### config.mk
export PLATFORM = sky130hd
export DESIGN_NAME = intr_prio_top
export DESIGN_NICKNAME = d
export VERILOG_FILES = /design/src/logic/intr_prio_pkg.sv /design/src/logic/boot_rom.sv /design/src/logic/intr_prio_top.sv /design/src/logic/prio_resolver.sv
export SDC_FILE = /design/constraint.sdc
export NUM_CORES = 1
export LEC_CHECK = 0
export BUFFER_PORTS_ARGS = -buffer_cell sky130_fd_sc_hd__buf_2
export CAP_MARGIN = 15
export CORE_MARGIN = 2
export CORE_UTILIZATION = 40
export CTS_BUF_LIST = sky130_fd_sc_hd__clkbuf_2 sky130_fd_sc_hd__clkbuf_4 sky130_fd_sc_hd__clkbuf_8
export CTS_CLUSTER_SIZE = 10
export DETAILED_ROUTE_END_ITERATION = 8
export PLACE_DENSITY_LB_ADDON = 0.3
export SETUP_SLACK_MARGIN = 0.4
export SLEW_MARGIN = 10
export SYNTH_ARGS = -nofsm -noshare
export SYNTH_HDL_FRONTEND = slang
export SYNTH_SLANG_ARGS = --single-unit
export TNS_END_PERCENT = 50
### constraint.sdc
create_clock -name i_clk -period 6.1 [get_ports i_clk]
set_clock_uncertainty 0.2 [all_clocks]
set_input_delay 0.305 -clock i_clk [delete_from_list [all_inputs] [get_ports i_clk]]
set_output_delay 0.305 -clock i_clk [all_outputs]
set_load 0.02 [all_outputs]
### src/logic/intr_prio_pkg.sv
// Package with register map, field layout, reset values and carrier types of the interrupt priority block.
// Overview of operation
// - Boot ROM enable at 1 maps the 192-byte boot ROM; 0 removes it.
// - Boot ROM absent outside bootstrap mode; enable is 0 out of reset in test mode.
// - Boot ROM enable is writable only while the special-mode flag is 1.
// - Special-mode flag may be written to 0 anytime, never back to 1.
// - Mode A select is writable only while the special-mode flag is 1.
// - Read visibility writable only in special mode, forced 0 when flag is 0.
// - Read visibility drives internal read data onto the external bus during reads.
// - Priority select field is writable only while the maskable mask bit is 1.
// - Promoted source ranks first among maskable sources; nonmaskable still wins.
// - Codes 0 to 7 promote timer, accumulator, SPI, SCI, IRQ and real-time sources.
// - Codes 8 to 15 promote input captures 1-3 then output compares 1-5.
// - Reserved code 0101 promotes the external IRQ source.
// - Return unstacks every saved register, program counter last.
// - Nonmaskable mask clears only by condition code transfer or unstacked 0.
// - Nonmaskable mask is set only by reset or nonmaskable acknowledge.
// - Nonmaskable service stacks condition codes with mask clear, then sets mask.
// - Nonmaskable mask is a set-reset flop: set reset/ack, clear on bit 6 zero.
// - Writing or unstacking 1 into that bit leaves it unchanged.
// - Stop mode ends on reset, external maskable request or nonmaskable request.
// - Nonmaskable wake with mask 0 gives full stacking and normal service.
// - Nonmaskable wake with mask 1 restarts clocks and continues after stop.
// - Upper nibble writable in special modes, lower nibble while maskable mask is 1.
// - Promoted source still obeys local enable and maskable mask; vector unchanged.
// - Maskable entry sets maskable mask after stacking condition codes, nonmaskable untouched.
package intr_prio_pkg;

  localparam logic [7:0] HPM_OFFSET      = 8'h00;
  localparam logic [7:0] STATUS_OFFSET   = 8'h04;
  localparam logic [7:0] ENABLE_OFFSET   = 8'h08;
  localparam int         BOOT_EN_BIT     = 7;
  localparam int         SPECIAL_BIT     = 6;
  localparam int         MODE_A_BIT      = 5;
  localparam int         IRV_BIT         = 4;
  localparam int         CCR_X_BIT       = 6;
  localparam int         CCR_I_BIT       = 4;
  localparam logic [3:0] PSEL_RESET      = 4'h6;
  localparam logic [3:0] PSEL_RESERVED   = 4'h5;
  localparam logic [3:0] SRC_EXT_IRQ     = 4'h6;
  localparam logic [15:0] ENABLE_RESET   = 16'h0000;
  localparam int         NUM_SRC         = 16;
  localparam int         ROM_DEPTH       = 192;
  localparam logic [15:0] ROM_BASE       = 16'hBF40;
  localparam logic [3:0] ITEM_CCR        = 4'h8;
  localparam logic [3:0] ITEM_PCL        = 4'h0;
  localparam logic [63:0] DEFAULT_RANK   = 64'h0123_4567_89AB_CDEF;

  typedef enum {ST_BOOT, ST_RUN, ST_STACK, ST_VECTOR, ST_UNSTACK, ST_STOP} seq_state_t;

  typedef struct packed {
    logic       special;
    logic       mode_a;
  } mode_pins_t;

  typedef struct packed {
    logic       tap_write;
    logic [7:0] tap_data;
    logic       insn_done;
    logic       rti_start;
    logic       stop_exec;
    logic [7:0] pull_data;
  } cpu_evt_t;

  typedef struct packed {
    logic       push;
    logic       pull;
    logic [3:0] item;
  } seq_out_t;

  typedef struct packed {
    logic       valid;
    logic       nmi;
    logic [3:0] src;
  } vector_t;

endpackage

### src/logic/boot_rom.sv
// Small bootstrap firmware ROM with registered read data.
`timescale 1ns/1ps
module boot_rom
  import intr_prio_pkg::*;
#(
  parameter logic [ROM_DEPTH*8-1:0] CONTENTS = '0
)
(
  input  wire logic       i_clk,
  input  wire logic       i_arst_n,
  input  wire logic [7:0] i_addr,
  output logic      [7:0] o_data
);

  wire logic [7:0] word_sel = (i_addr < 8'(ROM_DEPTH)) ? CONTENTS[i_addr*8 +: 8] : 8'h00;

  always_ff @(posedge i_clk or negedge i_arst_n)
  begin
    if (!i_arst_n)
      o_data <= 8'h00;
    else
      o_data <= word_sel;
  end

endmodule

### src/logic/intr_prio_top.sv
// Interrupt priority, mode register, nonmaskable mask and stack sequencing of the core.
//
// Our own choices: the register offsets and the APB slave port.
`timescale 1ns/1ps
module intr_prio_top
  import intr_prio_pkg::*;
#(
  parameter logic [63:0]            RANK     = DEFAULT_RANK,
  parameter logic [ROM_DEPTH*8-1:0] ROM_DATA = '0
)
(
  input  wire logic               i_clk,
  input  wire logic               i_arst_n,
  input  wire logic               i_psel,
  input  wire logic               i_penable,
  input  wire logic               i_pwrite,
  input  wire logic [7:0]         i_paddr,
  input  wire logic [31:0]        i_pwdata,
  output logic      [31:0]        o_prdata,
  output logic                    o_pready,
  output logic                    o_pslverr,
  input  wire mode_pins_t         i_mode,
  input  wire logic [NUM_SRC-1:0] i_src_req,
  input  wire logic               i_nonmaskable_request_pin_n,
  input  wire cpu_evt_t           i_cpu,
  input  wire logic [15:0]        i_cpu_addr,
  input  wire logic               i_internal_read,
  input  wire logic [7:0]         i_internal_rdata,
  output logic                    o_core_ready,
  output logic                    o_int_pending,
  output seq_out_t                o_seq,
  output logic                    o_x_mask,
  output logic                    o_i_mask,
  output vector_t                 o_vector,
  output logic                    o_stop_continue,
  output logic                    o_clocks_run,
  output logic                    o_resume,
  output logic                    o_boot_hit,
  output logic      [7:0]         o_boot_data,
  output logic      [7:0]         o_ext_data_out,
  output logic                    o_ext_data_oe
);

  // Register state.
  logic             boot_en_r;
  logic             special_r;
  logic             mode_a_r;
  logic             irv_r;
  logic [3:0]       psel_r;
  logic [15:0]      enable_r;
  logic             x_r;
  logic             i_r;
  seq_state_t       state_r;
  seq_state_t       state_nxt;
  logic [3:0]       item_r;
  logic [3:0]       item_nxt;
  logic             serve_nmi_r;
  vector_t          vector_r;
  logic             stop_cont_r;
  logic             resume_r;
  logic [7:0]       ext_data_r;
  logic             ext_oe_r;
  logic [31:0]      prdata_r;

  // Bus decode.
  wire logic        apb_access = i_psel & i_penable;
  wire logic        apb_wr     = apb_access & i_pwrite;
  wire logic        hit_hpm    = (i_paddr == HPM_OFFSET);
  wire logic        hit_status = (i_paddr == STATUS_OFFSET);
  wire logic        hit_enable = (i_paddr == ENABLE_OFFSET);
  wire logic        mapped     = hit_hpm | hit_status | hit_enable;
  wire logic        wr_hpm     = apb_wr & hit_hpm;
  wire logic        wr_enable  = apb_wr & hit_enable;

  // Request qualification.
  wire logic        nmi_req     = ~i_nonmaskable_request_pin_n;
  wire logic [NUM_SRC-1:0] masked_req = i_src_req & enable_r;
  wire logic        res_valid;
  wire logic [3:0]  res_src;
  wire logic        nmi_pending = nmi_req & ~x_r;
  wire logic        irq_pending = res_valid & ~i_r;
  wire logic        ext_irq_req = i_src_req[SRC_EXT_IRQ];
  wire logic        any_pending = nmi_pending | irq_pending;

  // Sequencer events.
  wire logic        in_stack    = (state_r == ST_STACK);
  wire logic        in_unstack  = (state_r == ST_UNSTACK);
  wire logic        ccr_stacked = in_stack & (item_r == ITEM_CCR);
  wire logic        ccr_pulled  = in_unstack & (item_r == ITEM_CCR);
  wire logic        nmi_ack     = ccr_stacked & nmi_pending;
  // A maskable entry needs no acknowledge term: stacking the flags byte sets I for any source.
  wire logic        wake_nmi    = (state_r == ST_STOP) & nmi_req;
  wire logic        wake_irq    = (state_r == ST_STOP) & ext_irq_req;
  wire logic        ccr_load    = i_cpu.tap_write | ccr_pulled;
  wire logic [7:0]  ccr_data    = i_cpu.tap_write ? i_cpu.tap_data : i_cpu.pull_data;

  // The set term stands above the clear term so an acknowledge is never lost.
  wire logic        x_set   = nmi_ack;
  wire logic        x_clear = ccr_load & ~ccr_data[CCR_X_BIT];

  // Writable fields of the priority and miscellaneous register.
  wire logic        wr_upper     = wr_hpm & special_r;
  wire logic        wr_lower     = wr_hpm & i_r;
  wire logic        special_nxt  = wr_hpm ? (special_r & i_pwdata[SPECIAL_BIT]) : special_r;
  wire logic        boot_en_nxt  = wr_upper ? i_pwdata[BOOT_EN_BIT] : boot_en_r;
  wire logic        mode_a_nxt   = wr_upper ? i_pwdata[MODE_A_BIT] : mode_a_r;
  wire logic        irv_wr_val   = wr_upper ? i_pwdata[IRV_BIT] : irv_r;
  wire logic        irv_nxt      = irv_wr_val & special_nxt;
  wire logic [3:0]  psel_nxt     = wr_lower ? i_pwdata[3:0] : psel_r;
  wire logic [7:0]  hpm_value    = {boot_en_r, special_r, mode_a_r, irv_r, psel_r};
  wire logic [31:0] status_value = {21'h00000, vector_r.src, 2'h0, any_pending,
                                    (state_r == ST_STOP), i_r, x_r, 1'h0};

  // Boot ROM window and read visibility.
  wire logic [15:0] rom_offset  = i_cpu_addr - ROM_BASE;
  wire logic        rom_in_win  = (i_cpu_addr >= ROM_BASE);
  wire logic        rom_sel     = boot_en_r & rom_in_win;
  wire logic        show_read   = irv_r & i_internal_read;

  prio_resolver #(
    .RANK     (RANK)
  ) u_resolver (
    .i_req    (masked_req),
    .i_psel   (psel_r),
    .o_valid  (res_valid),
    .o_src    (res_src)
  );

  boot_rom #(
    .CONTENTS (ROM_DATA)
  ) u_boot_rom (
    .i_clk    (i_clk),
    .i_arst_n (i_arst_n),
    .i_addr   (rom_offset[7:0]),
    .o_data   (o_boot_data)
  );

  // Next state of the entry, return and stop sequencer.
  always_comb
  begin
    state_nxt = state_r;
    item_nxt  = item_r;
    case (state_r)
      ST_BOOT:
        state_nxt = ST_RUN;
      ST_RUN:
        if (i_cpu.insn_done && any_pending)
        begin
          state_nxt = ST_STACK;
          item_nxt  = ITEM_PCL;
        end
        else if (i_cpu.rti_start)
        begin
          state_nxt = ST_UNSTACK;
          item_nxt  = ITEM_CCR;
        end
        else if (i_cpu.stop_exec)
          state_nxt = ST_STOP;
      ST_STACK:
        if (item_r == ITEM_CCR)
          state_nxt = ST_VECTOR;
        else
          item_nxt = item_r + 4'h1;
      ST_VECTOR:
        state_nxt = ST_RUN;
      ST_UNSTACK:
        if (item_r == ITEM_PCL)
          state_nxt = ST_RUN;
        else
          item_nxt = item_r - 4'h1;
      ST_STOP:
        if ((wake_nmi && !x_r) || (wake_irq && !i_r))
        begin
          state_nxt = ST_STACK;
          item_nxt  = ITEM_PCL;
        end
        else if (wake_nmi || wake_irq)
          state_nxt = ST_RUN;
      default:
        state_nxt = ST_RUN;
    endcase
  end

  // Mode bits are caught from the pins at the first edge after reset release.
  always_ff @(posedge i_clk or negedge i_arst_n)
  begin
    if (!i_arst_n)
    begin
      special_r <= 1'b0;
      mode_a_r  <= 1'b0;
      boot_en_r <= 1'b0;
      irv_r     <= 1'b0;
      psel_r    <= PSEL_RESET;
    end
    else if (state_r == ST_BOOT)
    begin
      special_r <= i_mode.special;
      mode_a_r  <= i_mode.mode_a;
      boot_en_r <= i_mode.special & ~i_mode.mode_a;
      irv_r     <= 1'b0;
    end
    else
    begin
      special_r <= special_nxt;
      mode_a_r  <= mode_a_nxt;
      boot_en_r <= boot_en_nxt;
      irv_r     <= irv_nxt;
      psel_r    <= psel_nxt;
    end
  end

  always_ff @(posedge i_clk or negedge i_arst_n)
  begin
    if (!i_arst_n)
      enable_r <= ENABLE_RESET;
    else if (wr_enable)
      enable_r <= i_pwdata[15:0];
  end

  // Mask bits: X is set-reset, I follows writes and is set on every entry.
  always_ff @(posedge i_clk or negedge i_arst_n)
  begin
    if (!i_arst_n)
    begin
      x_r <= 1'b1;
      i_r <= 1'b1;
    end
    else
    begin
      if (x_set)
        x_r <= 1'b1;
      else if (x_clear)
        x_r <= 1'b0;
      if (ccr_stacked)
        i_r <= 1'b1;
      else if (ccr_load)
        i_r <= ccr_data[CCR_I_BIT];
    end
  end

  always_ff @(posedge i_clk or negedge i_arst_n)
  begin
    if (!i_arst_n)
    begin
      state_r <= ST_BOOT;
      item_r  <= 4'h0;
    end
    else
    begin
      state_r <= state_nxt;
      item_r  <= item_nxt;
    end
  end

  // Resolution runs after condition codes are stacked, so a later stronger source wins.
  always_ff @(posedge i_clk or negedge i_arst_n)
  begin
    if (!i_arst_n)
      serve_nmi_r <= 1'b0;
    else if (ccr_stacked)
      serve_nmi_r <= nmi_pending;
  end

  always_ff @(posedge i_clk or negedge i_arst_n)
  begin
    if (!i_arst_n)
      vector_r <= '0;
    else if (state_r == ST_VECTOR)
      vector_r <= '{valid: 1'b1, nmi: serve_nmi_r, src: res_src};
    else
      vector_r.valid <= 1'b0;
  end

  always_ff @(posedge i_clk or negedge i_arst_n)
  begin
    if (!i_arst_n)
    begin
      stop_cont_r <= 1'b0;
      resume_r    <= 1'b0;
    end
    else
    begin
      stop_cont_r <= (state_r == ST_STOP) && (state_nxt == ST_RUN);
      resume_r    <= in_unstack && (item_r == ITEM_PCL);
    end
  end

  always_ff @(posedge i_clk or negedge i_arst_n)
  begin
    if (!i_arst_n)
    begin
      ext_data_r <= 8'h00;
      ext_oe_r   <= 1'b0;
    end
    else
    begin
      ext_data_r <= i_internal_rdata;
      ext_oe_r   <= show_read;
    end
  end

  always_ff @(posedge i_clk or negedge i_arst_n)
  begin
    if (!i_arst_n)
      prdata_r <= 32'h0000_0000;
    else if (i_psel && !i_penable && !i_pwrite)
      prdata_r <= hit_hpm ? {24'h000000, hpm_value} :
                  hit_status ? status_value :
                  hit_enable ? {16'h0000, enable_r} : 32'h0000_0000;
  end

  // Zero wait states; read data is captured in the setup cycle.
  assign o_pready        = 1'b1;
  assign o_pslverr       = apb_access & ~mapped;
  assign o_prdata        = prdata_r;
  assign o_core_ready    = (state_r != ST_BOOT);
  assign o_int_pending   = any_pending & (state_r == ST_RUN);
  assign o_seq.push      = in_stack;
  assign o_seq.pull      = in_unstack;
  assign o_seq.item      = item_r;
  // Nonmaskable service only starts with X at 0, so its stacked byte carries X clear.
  assign o_x_mask        = x_r;
  assign o_i_mask        = i_r;
  assign o_vector        = vector_r;
  assign o_stop_continue = stop_cont_r;
  assign o_clocks_run    = (state_r != ST_STOP);
  assign o_resume        = resume_r;
  assign o_boot_hit      = rom_sel & (rom_offset < 16'(ROM_DEPTH));
  assign o_ext_data_out  = ext_data_r;
  assign o_ext_data_oe   = ext_oe_r;

endmodule

### src/logic/prio_resolver.sv
// Fixed-order maskable priority chain with one promotable source.
`timescale 1ns/1ps
module prio_resolver
  import intr_prio_pkg::*;
#(
  parameter logic [63:0] RANK = DEFAULT_RANK
)
(
  input  wire logic [NUM_SRC-1:0] i_req,
  input  wire logic [3:0]         i_psel,
  output logic                    o_valid,
  output logic      [3:0]         o_src
);

  wire logic [3:0]   promoted = (i_psel == PSEL_RESERVED) ? SRC_EXT_IRQ : i_psel;
  logic [NUM_SRC:0]  taken;
  logic [3:0]        pick [NUM_SRC:0];

  assign taken[0] = i_req[promoted];
  assign pick[0]  = promoted;

  // Earlier ranks keep their pick; the first requesting rank fills an empty slot.
  genvar g;
  generate
    for (g = 0; g < NUM_SRC; g++)
    begin : g_rank
      wire logic [3:0] idx = RANK[63-4*g -: 4];
      assign taken[g+1] = taken[g] | i_req[idx];
      assign pick[g+1]  = taken[g] ? pick[g] : idx;
    end
  endgenerate

  assign o_valid = taken[NUM_SRC];
  assign o_src   = pick[NUM_SRC];

endmodule

# Yosys cells after proc, flatten, opt, wreduce, memory -nomap -nowiden
# Cells that the tools add are included.
# classes
magnitude_cmp	4
bitwise_logic	50
eq_ne	19
add_sub_neg	3
shifts	1
mux	51
reduce_logical	23
# ops
operator	count
$shiftx 1536x12->8 const A	1
$mux 32	7
$eq 32x3->1 const B	4
$pmux 32 s4	1
$eq 32x2->1 const B	3
$mux 4	22
$eq 32x4->1 const B	2
$mux 16	3
$eq 32x1->1 const B	1
$logic_not 32->1	1
$ne 32x4->1 const B	1
$reduce_bool 32->1	1
$and 1x1->1	22
$or 1x1->1	20
$and 16x16->16	1
$ge 16x16->1 const B	1
$lt 16x8->1 const B	1
$pmux 4 s4	1
$sub 16x16->16 const B	1
$mux 1	14
$eq 8x3->1 const B	1
$eq 8x4->1 const B	1
$logic_not 8->1	1
$lt 8x8->1 const B	1
other kinds (19)	39
# totals
ff_bits	120
word_cells	171
in_bits	109

# Depth between registers and ports, before layout
# Gate-level depths: netlist (run 1).
# logic_depth
word_depth	27
depth_mapped	12

# Cells and area by module
# From an unflattened synthesis (run 1), not the netlist that was laid out.
# unflattened
cells_unflattened	426
hier_area_um2	4594.4
# modules_own_cells
module	n_inst	area_each_um2	cells_each
intr_prio_top	1	4160.2	363
prio_resolver	1	370.4	54
boot_rom	1	63.8	9

# Worst setup path after synthesis (run 1)
# No wires, ideal clock.
# synth_timing
kind	register -> register
start	register state_r[10]
end	register item_r[3]
setup_ns	0.065
arrival_ns	2.516
path_buffers	0
t_required_ns	5.835
synth_period_minus_slack_ns	2.781
path_slack_ns	3.319
stages_incl_launch_ff	13
cell_sequence	dfrtp_1 > nor4_2 > nand4_2 > nor3_4 > nand2_1 > inv_1 > ha_1 > a21o_1 > a21oi_1 > xor2_1 > mux2i_1 > o221a_2 > o22a_1
# synth_between
elab_chain_cells	6
word_cells_on_any_way	17
classes_between	eq/ne (9); mux (1); bitwise (2); reduce/logical (5)
# synth_rtl
element	line	rtl
start, declared	intr_prio_top.sv:53	seq_state_t state_r;
start signal, assigned	intr_prio_top.sv:250	state_r <= state_nxt;
$eq 32x4->1	intr_prio_top.sv:92, intr_prio_top.sv:93	
$and 1x1->1, on equally long branches	intr_prio_top.sv:92, intr_prio_top.sv:93	
$logic_and 1x1->1	intr_prio_top.sv:172	if ((wake_nmi && !x_r) || (wake_irq && !i_r))
$logic_or 1x1->1	intr_prio_top.sv:172	
$ne 2x2->1 (no source line)	n/a	
$reduce_and 5->1 (no source line)	n/a	
end signal, assigned	intr_prio_top.sv:251	item_r <= item_nxt;
end, declared	intr_prio_top.sv:55	logic [3:0] item_r;
# Several ways; a longest one is shown, not always the timed one.
# A chain may end at the register's enable or synchronous reset.

# Worst setup path in the final report (run 1)
# layout_timing
start	register state_r[24]
end	register item_r[3]
# Same word-level chain as after synthesis.

==> metrics, run 1 <==
status=finished clean; clk sinks=between 90 and 100; top cell family by delay on the critical path=simple AND/OR/NAND/NOR gates; critical path class=reg -> reg; gpl congestion=0.900; total grt overflow=0; RSZ-0062 raised after global routing=no; TritonCTS clock tree=built; clock root cell=clkbuf_8; number of port buffers=120; GRT Total Usage=18.3%; Post-DP HPWL=between 7000 and 8000 um; Mapped Cells=419; overall power=between 0.001 and 0.0015 W; Final Cycle Share=52.7%; max frequency=around 310 MHz; CP max FO=6; Critical Path Slowest Stage Cell=nor4_1; Clock Pin Slew Worst Setup and Hold Paths=roughly 100 ps; antenna cells=0; Distinct cells, synth=between 60 and 70; Slew @ Worst Pin=~1000 ps; First-pass DRT Iterations=5; cells along the critical path=nor4_1 -> nand4_2 -> nor3_4 -> nand2_1 -> inv_1 -> ha_1 -> a21o_1 -> a21oi_1 -> xor2_1 -> mux2i_1 -> o221a_2 -> o22a_1; Tightest Hold Check Type=in -> reg; Req. time, crit path=6220 ps; die width=~110 um; Layout area overhead=27.2%; flop-to-flop setup slack=a little under 3000 ps; EDFF count, synth=0; top_reg_cell synth=dfrtp_1; post-CTS setup buffer count=0; Worst Reg2Reg Path Length in Cells=12; Post-CTS Hold Buffers=28; Final nets=approximately 710; Final Slew Violations=0; min-delay src=i_pwdata[3]; die area=approximately 12,000 um^2; Pleak=between 2 and 3 nW; setup tns final=0 ps; Fin. Hold Viols=0; Met2 Wirelength=slightly above 5000 um; Cell Area, Synth=4570 um^2; share of layout cells above drive strength 1=between 30 and 40%; Resize count post-CTS=0; clk_lat worst skew=roughly 370 ps; Die Span Y=111 um; initial DRC count=206; WL final=10,800 um; Peak VDD IR=about 0.00014 V; startpoint types=flop; vias=3,690; hold path cells=2; #FFs+latches synth=96; Arr. time, crit path=3330 ps; Slew HR=34.1%; worst r2r src=state_r[24]$_DFF_PN0_; min Tclk post-route=3210 ps; first-pass GRT wire length=approximately 18,000 um; Detail Route Antenna Nets=0; Finished Layout Cells=~740; Placed Cells=approximately 700; H-tree depth=3; vias in the first global route=3,669; Max Used Layer=met4; Met1 Wirelength=4710 um; Setup crit end kind=flop; finished layout cell area=just under 6000 um^2; endpoint with the worst hold slack=psel_r[3]$_DFFE_PN0P_; pre-CTS setup slack=slightly below 3000 ps; PD cells=208 nW/um^2; syn_area_per_cell=between 10 and 15 um^2; DR WL/cell=roughly 14 um; Reg-to-Reg End=item_r[3]$_DFFE_PN0P_; ys async rst share=100%; max-cap viol count=0; CTS buffer count=9; DRC violations left=0; row count=39; max incr delay on CP=between 300 and 400 ps; Core Box Area=about 11,000 um^2; IO Pins=between 150 and 200; setup ws final=~2900 ps; starting density of the core=40.5%; Synth Warn #=0; placed instance area=5310 um^2; DR WL met3=about 670 um; post-synthesis sequential area ratio=a little over half; initial antenna violation count=0; Vias per Instance=between 4 and 5; Max clock buf depth=2; CP bufs+invs=1; setup violators final=0; pin count of the biggest net entering global routing=81
synth_stat cells, types with 3 or more instances:
cell type	instances	area, um^2
inv_1	14	52.6
dfrtp_1	92	2300
mux2i_1	12	120
nand2_1	54	203
or2_2	3	18.8
clkbuf_1	5	18.8
a22oi_1	5	37.5
mux2_4	5	75.1
nor4_2	3	37.5
o31ai_1	4	30.0
o211ai_1	7	52.6
nor3_1	5	25.0
a22o_1	4	35.0
nand2b_1	4	25.0
a31oi_1	5	31.3
buf_4	28	210
o21ai_0	27	135
nor2_1	23	86.3
dfstp_2	4	105
o22ai_1	3	18.8
nand3_1	17	85.1
mux2_2	17	191
nor2b_1	7	43.8
nor4_1	7	43.8
a21oi_1	10	50.1
final cells by class:
| type | instances | area (um^2) |
|---|---|---|
| Inverter | 14 | 52.6 |
| Clock buffer | 11 | 151 |
| Timing Repair Buffer | 151 | 903 |
| Tap cell | 143 | 179 |
| Fill cell | 1061 | 5460 |
| Clock inverter | 5 | 65.1 |
| Sequential cell | 96 | 2410 |
| Multi-Input combinational cell | 324 | 2050 |
worst max path at each step:
stage	start	to	slack, ps	depth (start not counted)
2_1_floorplan	state_r[10]$_DFF_PN0_	item_r[3]$_DFFE_PN0P_	3320	12
6_report	state_r[24]$_DFF_PN0_	item_r[3]$_DFFE_PN0P_	2890	12
3_3_place_gp	state_r[3]$_DFF_PN0_	item_r[3]$_DFFE_PN0P_	2940	12
3_5_place_dp	state_r[24]$_DFF_PN0_	item_r[3]$_DFFE_PN0P_	2930	12
4_1_cts	state_r[24]$_DFF_PN0_	item_r[3]$_DFFE_PN0P_	2880	12
5_1_grt	state_r[24]$_DFF_PN0_	item_r[3]$_DFFE_PN0P_	2670	12
metal layers:
metal | vias up | global-route usage (%)
li1 | 1776 | -
met1 | 1757 | 24.0
met2 | 135 | 29.9
met3 | 22 | 3.44
met4 | 0 | 7.92
met5 | - | 0
report_power, final:
group | switching [W] | leakage, nW | internal, W
clock | 0.000224 | 0.110 | 0.000215
combinational | 0.0000641 | 1.48 | 0.0000443
sequential | 0.00000834 | 1.20 | 0.000652
total | 0.000296 | 2.79 | 0.000911
cells in the final DEF, fill, tap and decap left out, types with 3 or more instances in the layout:
master         synthesis  routed
or2_2                  3       3
nor2_1                23      23
clkbuf_8               0      11
o211ai_1               7       7
o22ai_1                3       3
a21oi_1               10      10
nand2b_1               4       4
nor4_2                 3       3
nor4_1                 7       7
buf_4                 28       3
nand3_1               17      17
buf_2                  1     119
clkinv_4               0       4
nand2_1               54      54
nor3_1                 5       5
a22oi_1                5       5
a22o_1                 4       4
a31oi_1                5       5
mux2_2                17      17
dfstp_2                4       4
mux2_4                 5       5
o31ai_1                4       4
inv_1                 14      14
o21ai_0               27      27
mux2i_1               12      12
dfrtp_1               92      92
dlygate4sd3_1          0      28
nor2b_1                7       7
conb_1                 2      54
registers in the layout, indices dropped and copies added (netlist names):
register and flops:
o_vector 6, o_prdata 16, o_resume 1, o_ext_data_out 8, o_ext_data_oe 1, psel_r 4, o_i_mask 1, enable_r 16
item_r 4, irv_r 1, o_x_mask 1, o_stop_continue 1, special_r 1, mode_a_r 1, boot_en_r 1, state_r 32
serve_nmi_r 1
kinds of logic after synthesis:
family          count (synthesis)  synth area share [%]
compound gates                 84                  12.6
xor+xnor                        2                 0.384
fa+ha+maj                       3                 0.986
buf+inv                        51                  6.68
flops                          96                  52.7
mux                            36                  9.45
other cells                     2                 0.164
simple gates                  145                  17.0
metrics by stage:
step	utilization, %	hold slack (ps)
detailed placement	47.1	-19.6
global placement	47.1	-25.0
global route	51.5	0.744
floorplan	-	-191
finish	51.5	7.50
CTS	51.5	1.61
worst register-to-register path, stage by stage (launching register included):
cell and delay [ps]:
dfrtp_1 380, nor4_1 390, nand4_2 260, nor3_4 310
nand2_1 110, inv_1 150, ha_1 250, a21o_1 180
a21oi_1 200, xor2_1 200, mux2i_1 200, o221a_2 190
o22a_1 120
Power figures use the tool's default switching activity.
==> run 2: changes to the inputs <==
==> constraint.sdc (replaced) <==
create_clock -name i_clk -period 3.1 [get_ports i_clk]
set_clock_uncertainty 0.2 [all_clocks]
set_input_delay 0.155 -clock i_clk [delete_from_list [all_inputs] [get_ports i_clk]]
set_output_delay 0.155 -clock i_clk [all_outputs]
set_load 0.02 [all_outputs]
==> run 2 against run 1 <==
  * Combinational power rose by 110%
  * Sequential cell count did not move
  * Critical path depth did not move
  * Critical endpoint unchanged
  * Largest power group unchanged
  * Power rose by 90%
  * Non-clock buffer count rose by 28
  * Sequential power rose by 97%
  * Critical path type unchanged
==> metrics, run 2 (synthesized netlist as in run 1, its figures left out) <==
status=finished clean; CP bufs+invs=1; Core Box Area=about 11,000 um^2; row count=39; Gate power share=approximately a tenth; Hold Slack=between 70 and 80 ps; Crit. path cell count=12; DR WL met3=about 610 um; DR WL/cell=around 15 um; CP max FO=4; clock root cell=clkbuf_8; Biggest register=state_r; NetSw=between 0.0005 and 0.0006 W; RSZ-0062 raised after global routing=yes; startpoint types=flop; First-pass DRT Iterations=6; max-cap viol count=0; clock share of power=between 30% and 40%; Die Span Y=roughly 110 um; Clock Pin Slew Worst Setup and Hold Paths=around 90 ps; Seq pwr share=a little under three fifths; min Tclk post-route=2800 ps; Req. time, crit path=3220 ps; DRC violations left=0; Critical Path Slowest Stage Cell=dfrtp_1; Layout area overhead=33.7%; share of layout cells above drive strength 1=33.5%; overall power=0.00229 W; Final Slew Violations=0; gpl congestion=0.900; Post-DP HPWL=8250 um; Max Used Layer=met4; Detail Route Antenna Nets=0; initial DRC count=roughly 210; initial antenna violation count=0; first-pass GRT wire length=18,400 um; Slew @ Worst Pin=slightly below 800 ps; Max clock buf depth=2; Tightest Hold Check Type=in -> reg; max frequency=approximately 360 MHz; crit path from=state_r[30]$_DFF_PN0_; placed instance area=roughly 5400 um^2; Reg-to-Reg End=item_r[3]$_DFFE_PN0P_; top cell family by delay on the critical path=simple AND/OR/NAND/NOR gates; vias=between 3,000 and 4,000; flop-to-flop setup slack=~300 ps; finished layout cell area=approximately 6100 um^2; PD cells=about 380 nW/um^2; Arr. time, crit path=slightly below 3000 ps; CTS buffer count=9; Switching Fraction=approximately a quarter; Pleak=~3 nW; Final Cycle Share=90.3%; Worst Reg2Reg Path Length in Cells=12; Slew HR=46.9%; clk_lat worst skew=370 ps; crit path to=item_r[3]$_DFFE_PN0P_; Met1 Wirelength=between 4000 and 5000 um; most common cell after layout, fill and taps aside=buf_2; worst r2r src=state_r[30]$_DFF_PN0_; max incr delay on CP=410 ps; die area=12,300 um^2; starting density of the core=~41%; critical path class=reg -> reg; total grt overflow=0; Fin. Hold Viols=0; setup violators final=0; clk sinks=96; Filler cells=between 900 and 1,000; pin count of the biggest net entering global routing=60; Vias per Instance=between 4 and 5; GRT Total Usage=18.8%; Setup crit end kind=flop; cells along the critical path=nor4_4 -> nand4_2 -> nor3_4 -> nand2_2 -> inv_4 -> ha_4 -> a21o_1 -> a21oi_2 -> xor2_1 -> mux2i_1 -> o221a_2 -> o22a_1; antenna cells=0; IO Pins=180; TritonCTS clock tree=built; Peak VDD IR=roughly 0.00022 V; Met2 Wirelength=about 5600 um; vias in the first global route=around 3,800; cell internal pwr=0.00170 W; Final nets=about 740; WL final=between 10,000 and 15,000 um; H-tree depth=3; number of port buffers=120; commonest cells after routing, fill and taps aside=buf_2 (118), dfrtp_1 (92), conb_1 (54), nand2_1 (53), dlygate4sd3_1 (39); number of flip-flops under the largest register name=32; die width=about 110 um; setup tns final=0 ps
[run 2: cell count changes in the layout (fill, tap and decap cells not counted), sizes merged]
cell	delta
clkinv	-1
inv	+1
clkinvlp	+2
bufinv	-1
buf	+18
dlygate4sd3	+11
clkbuf	-2
[run 2: repair_timing]
action,4_1_cts,5_1_grt
buffers inserted,5,7
hold buffers,39,0
endpoints found under the setup margin,3,5
pin swaps,7,7
gates resized for setup,2,8
endpoints found under the hold margin,96,0
[run 2: worst min path at each step]
| stage | from | end | slack (ps) | depth (start not counted) |
|---|---|---|---|---|
| after floorplan | i_arst_n | boot_en_r$_DFFE_PN0P_ | -340 | 0 |
| after CTS | i_src_req[6] | o_stop_continue$_DFF_PN0_ | 50 | 3 |
| after global routing | i_paddr[4] | o_prdata[0]$_DFFE_PN0P_ | 110 | 4 |
| after detailed placement | i_arst_n | o_prdata[9]$_DFFE_PN0P_ | 70 | 1 |
| final | i_paddr[4] | o_prdata[5]$_DFFE_PN0P_ | 80 | 4 |
| after global placement | i_arst_n | o_prdata[9]$_DFFE_PN0P_ | 60 | 1 |
[run 2: area by class of cell]
cell class | instances | area, um^2 | area share (%)
clock buffer | 10 | 138 | 2.25
clock inverter | 6 | 42.5 | 0.696
inverter | 14 | 55.1 | 0.901
multi-input combinational | 324 | 2120 | 34.7
sequential | 96 | 2410 | 39.4
tap | 143 | 179 | 2.93
timing repair buffer | 179 | 1170 | 19.1
[run 2: routing by layer]
metal  vias to the layer above  track usage [%]
met5                         -                0
met4                         0             8.08
met3                        20             3.12
met2                       127             31.9
met1                      1833             23.8
li1                       1823                -
[run 2: through the flow]
| step | utilization [%] | worst slack (ps) | cells |
|---|---|---|---|
| after global routing | 54.2 | 112 | 772 |
| final | 54.2 | 300 | 772 |
| after floorplan | - | 414 | 471 |
| after detailed placement | 47.9 | 233 | 705 |
| after global placement | 47.9 | 313 | 705 |
| after CTS | 53.4 | 303 | 765 |
[run 2: tightest hold or removal path: cells and delay by family]
kind            cells  cell delay [ps]
simple gates        2              260
compound gates      1              120
buf+inv             1               70
[run 2: power by group through the flow]
stage          registers, W  clock network, W  logic [W]
6_report            0.00130          0.000759   0.000230
5_1_grt             0.00131          0.000828   0.000253
4_1_cts             0.00130          0.000779   0.000228
3_5_place_dp        0.00133                 0   0.000188
3_3_place_gp        0.00132                 0   0.000185
2_1_floorplan       0.00133                 0   0.000101
==> run 3: changes to the inputs <==
--- a/config.mk
+++ b/config.mk
@@ -12,6 +12,7 @@
 export CTS_BUF_LIST = sky130_fd_sc_hd__clkbuf_2 sky130_fd_sc_hd__clkbuf_4 sky130_fd_sc_hd__clkbuf_8
 export CTS_CLUSTER_SIZE = 10
 export DETAILED_ROUTE_END_ITERATION = 8
+export GPL_TIMING_DRIVEN = 0
 export PLACE_DENSITY_LB_ADDON = 0.3
 export SETUP_SLACK_MARGIN = 0.4
 export SLEW_MARGIN = 10
==> run 3 against run 2 <==
  * Die area unchanged
  * Via count grew 3.5%
  * Hold slack got worse by 55 ps
  * Final cell count up 3.2%
  * Combinational power rose by 12%
  * Critical endpoint unchanged
==> metrics, run 3 (synthesized netlist as in run 1, its figures left out) <==
status=finished clean; Detail Route Antenna Nets=0; CP bufs+invs=1; Sequential cell area=2410 um^2; Setup crit end kind=flop; Final Cycle Share=about nine tenths; max-cap viol count=0; gpl congestion=slightly below 0.9; NetSw=a little under 0.0006 W; Layout area overhead=37.8%; number of flip-flops under the largest register name=32; Worst Reg2Reg Path Length in Cells=12; Gate power share=a little over a tenth; number of port buffers=120; cell internal pwr=roughly 0.0018 W; Fin. Hold Viols=0; most common cell after layout, fill and taps aside=buf_2; max incr delay on CP=~400 ps; Post-DP HPWL=between 8000 and 9000 um; total grt overflow=0; vias in the first global route=3,879; critical path class=reg -> reg; combined area of the multi-input logic cells=between 2000 and 2500 um^2; RSZ-0062 raised after global routing=yes; Seq pwr share=roughly 54%; First-pass DRT Iterations=5; worst r2r src=state_r[13]$_DFF_PN0_; Pleak=around 3.0 nW; starting density of the core=40.5%; Peak VDD IR=between 0.0002 and 0.00025 V; cells along the critical path=nor4_4 -> nand4_2 -> nor3_4 -> nand2_1 -> inv_2 -> ha_4 -> a21o_1 -> a21oi_2 -> xor2_1 -> mux2i_1 -> o221a_2 -> o22a_1; Critical Path Slowest Stage Cell=dfrtp_1; clk_lat worst skew=roughly 370 ps; commonest cells after routing, fill and taps aside=buf_2 (120), dfrtp_1 (92), nand2_1 (54), conb_1 (54), dlygate4sd3_1 (38); IO Pins=180; WL final=roughly 11,000 um; DRC violations left=0; Final nets=761; row count=39; pin count of the biggest net entering global routing=54; endpoint with the worst hold slack=state_r[2]$_DFF_PN0_; Req. time, crit path=3220 ps; vias=3,935; min-delay src=i_cpu[9]; placed instance area=~5600 um^2; flop-to-flop setup slack=around 350 ps; Core Box Area=between 10,000 and 15,000 um^2; finished layout cell area=6300 um^2; Hold Slack=approximately 22 ps; Reg-to-Reg End=item_r[3]$_DFFE_PN0P_; initial DRC count=222; TritonCTS clock tree=built; setup violators final=0; Die Span Y=between 100 and 150 um; CTS buffer count=9; DR WL/cell=roughly 14 um; Final Slew Violations=0; GRT Total Usage=a little under a fifth; Slew @ Worst Pin=about 960 ps; Vias per Instance=4.94; Arr. time, crit path=approximately 2900 ps; clk sinks=96; clock root cell=clkbuf_8; Biggest register=state_r; initial antenna violation count=0; CP max FO=3; Filler cells=approximately 980; H-tree depth=3; Tightest Hold Check Type=in -> reg; Clock Pin Slew Worst Setup and Hold Paths=about 90 ps; die width=around 110 um; first-pass GRT wire length=18,100 um; PD cells=slightly below 400 nW/um^2; hold path cells=3; min Tclk post-route=2750 ps; die area=roughly 12,000 um^2; share of layout cells above drive strength 1=a little over a third; top cell family by delay on the critical path=simple AND/OR/NAND/NOR gates; antenna cells=0; max frequency=about 360 MHz; Switching Fraction=between 20% and 30%; clock share of power=35.9%; setup tns final=0 ps; startpoint types=flop; Max clock buf depth=2; Slew HR=34.8%
==> run 3: changes by cell type in the layout (fill, tap and decap cells not counted), sizes merged <==
cell         change
clkbuf           +7
clkinv           -1
bufinv           +1
inv              -1
buf             +21
clkinvlp         -1
dlygate4sd3      -1
==> run 3: per-stage QoR <==
| stage | instances | total power [W] | worst slack, ps | utilization, % |
|---|---|---|---|---|
| after floorplan | 471 | 0.00143 | 414 | - |
| after global placement | 734 | 0.00153 | 78.8 | 49.5 |
| after detailed placement | 735 | 0.00154 | 81.0 | 49.7 |
| after CTS | 795 | 0.00245 | 323 | 55.4 |
| after global routing | 797 | 0.00253 | 159 | 55.9 |
| final | 797 | 0.00244 | 350 | 55.9 |
==> run 3: per-layer routing <==
metal | vias to the layer above | GRT usage (%) | share of wire (%)
met4 | 0 | 8.33 | 2.3
met1 | 1864 | 23.0 | 40
met2 | 174 | 30.6 | 49
met5 | - | 0 | 0
li1 | 1877 | - | -
met3 | 20 | 5.08 | 8.3
==> run 3: power by group through the flow <==
| stage | Combinational (W) | Sequential (W) | Clock [W] |
|---|---|---|---|
| 6_report | 0.000258 | 0.00130 | 0.000875 |
| 5_1_grt | 0.000283 | 0.00131 | 0.000945 |
| 4_1_cts | 0.000255 | 0.00130 | 0.000897 |
| 3_5_place_dp | 0.000216 | 0.00132 | 0 |
| 3_3_place_gp | 0.000209 | 0.00132 | 0 |
| 2_1_floorplan | 0.000101 | 0.00133 | 0 |
==> run 3: cell type report <==
class / count / share of cell area, %
buffer: 37 / 4.01
clock buffer: 12 / 2.62
clock inverter: 4 / 0.815
inverter: 14 / 0.835
multi-input combinational: 324 / 33.7
sequential: 96 / 38.2
tap: 143 / 2.84
timing repair buffer: 167 / 16.9
==> run 3: repair_timing <==
| item | in CTS | in global routing |
|---|---|---|
| hold buffers | 38 | 0 |
| gates resized for setup | 1 | 4 |
| buffers inserted | 6 | 2 |
| hold endpoints to repair | 85 | 0 |
| setup endpoints to repair | 3 | 8 |
| pin swaps | 5 | 0 |
==> run 3: worst reg2reg max path: stages (launching register included) <==
cell and delay (ps):
dfrtp_1 400, nor4_4 290, nand4_2 180, nor3_4 210, nand2_1 100, inv_2 120
ha_4 200, a21o_1 160, a21oi_2 140, xor2_1 190, mux2i_1 200, o221a_2 200
o22a_1 130
==> run 3: worst max path at each step <==
stage	cells after the start	end	start	slack (ps)
final	12	item_r[3]$_DFFE_PN0P_	state_r[13]$_DFF_PN0_	350
after global routing	12	item_r[3]$_DFFE_PN0P_	state_r[13]$_DFF_PN0_	160
after CTS	12	item_r[3]$_DFFE_PN0P_	state_r[13]$_DFF_PN0_	320
after detailed placement	12	item_r[3]$_DFFE_PN0P_	state_r[24]$_DFF_PN0_	80
after global placement	12	item_r[3]$_DFFE_PN0P_	state_r[24]$_DFF_PN0_	80
after floorplan	12	item_r[3]$_DFFE_PN0P_	state_r[7]$_DFF_PN0_	410
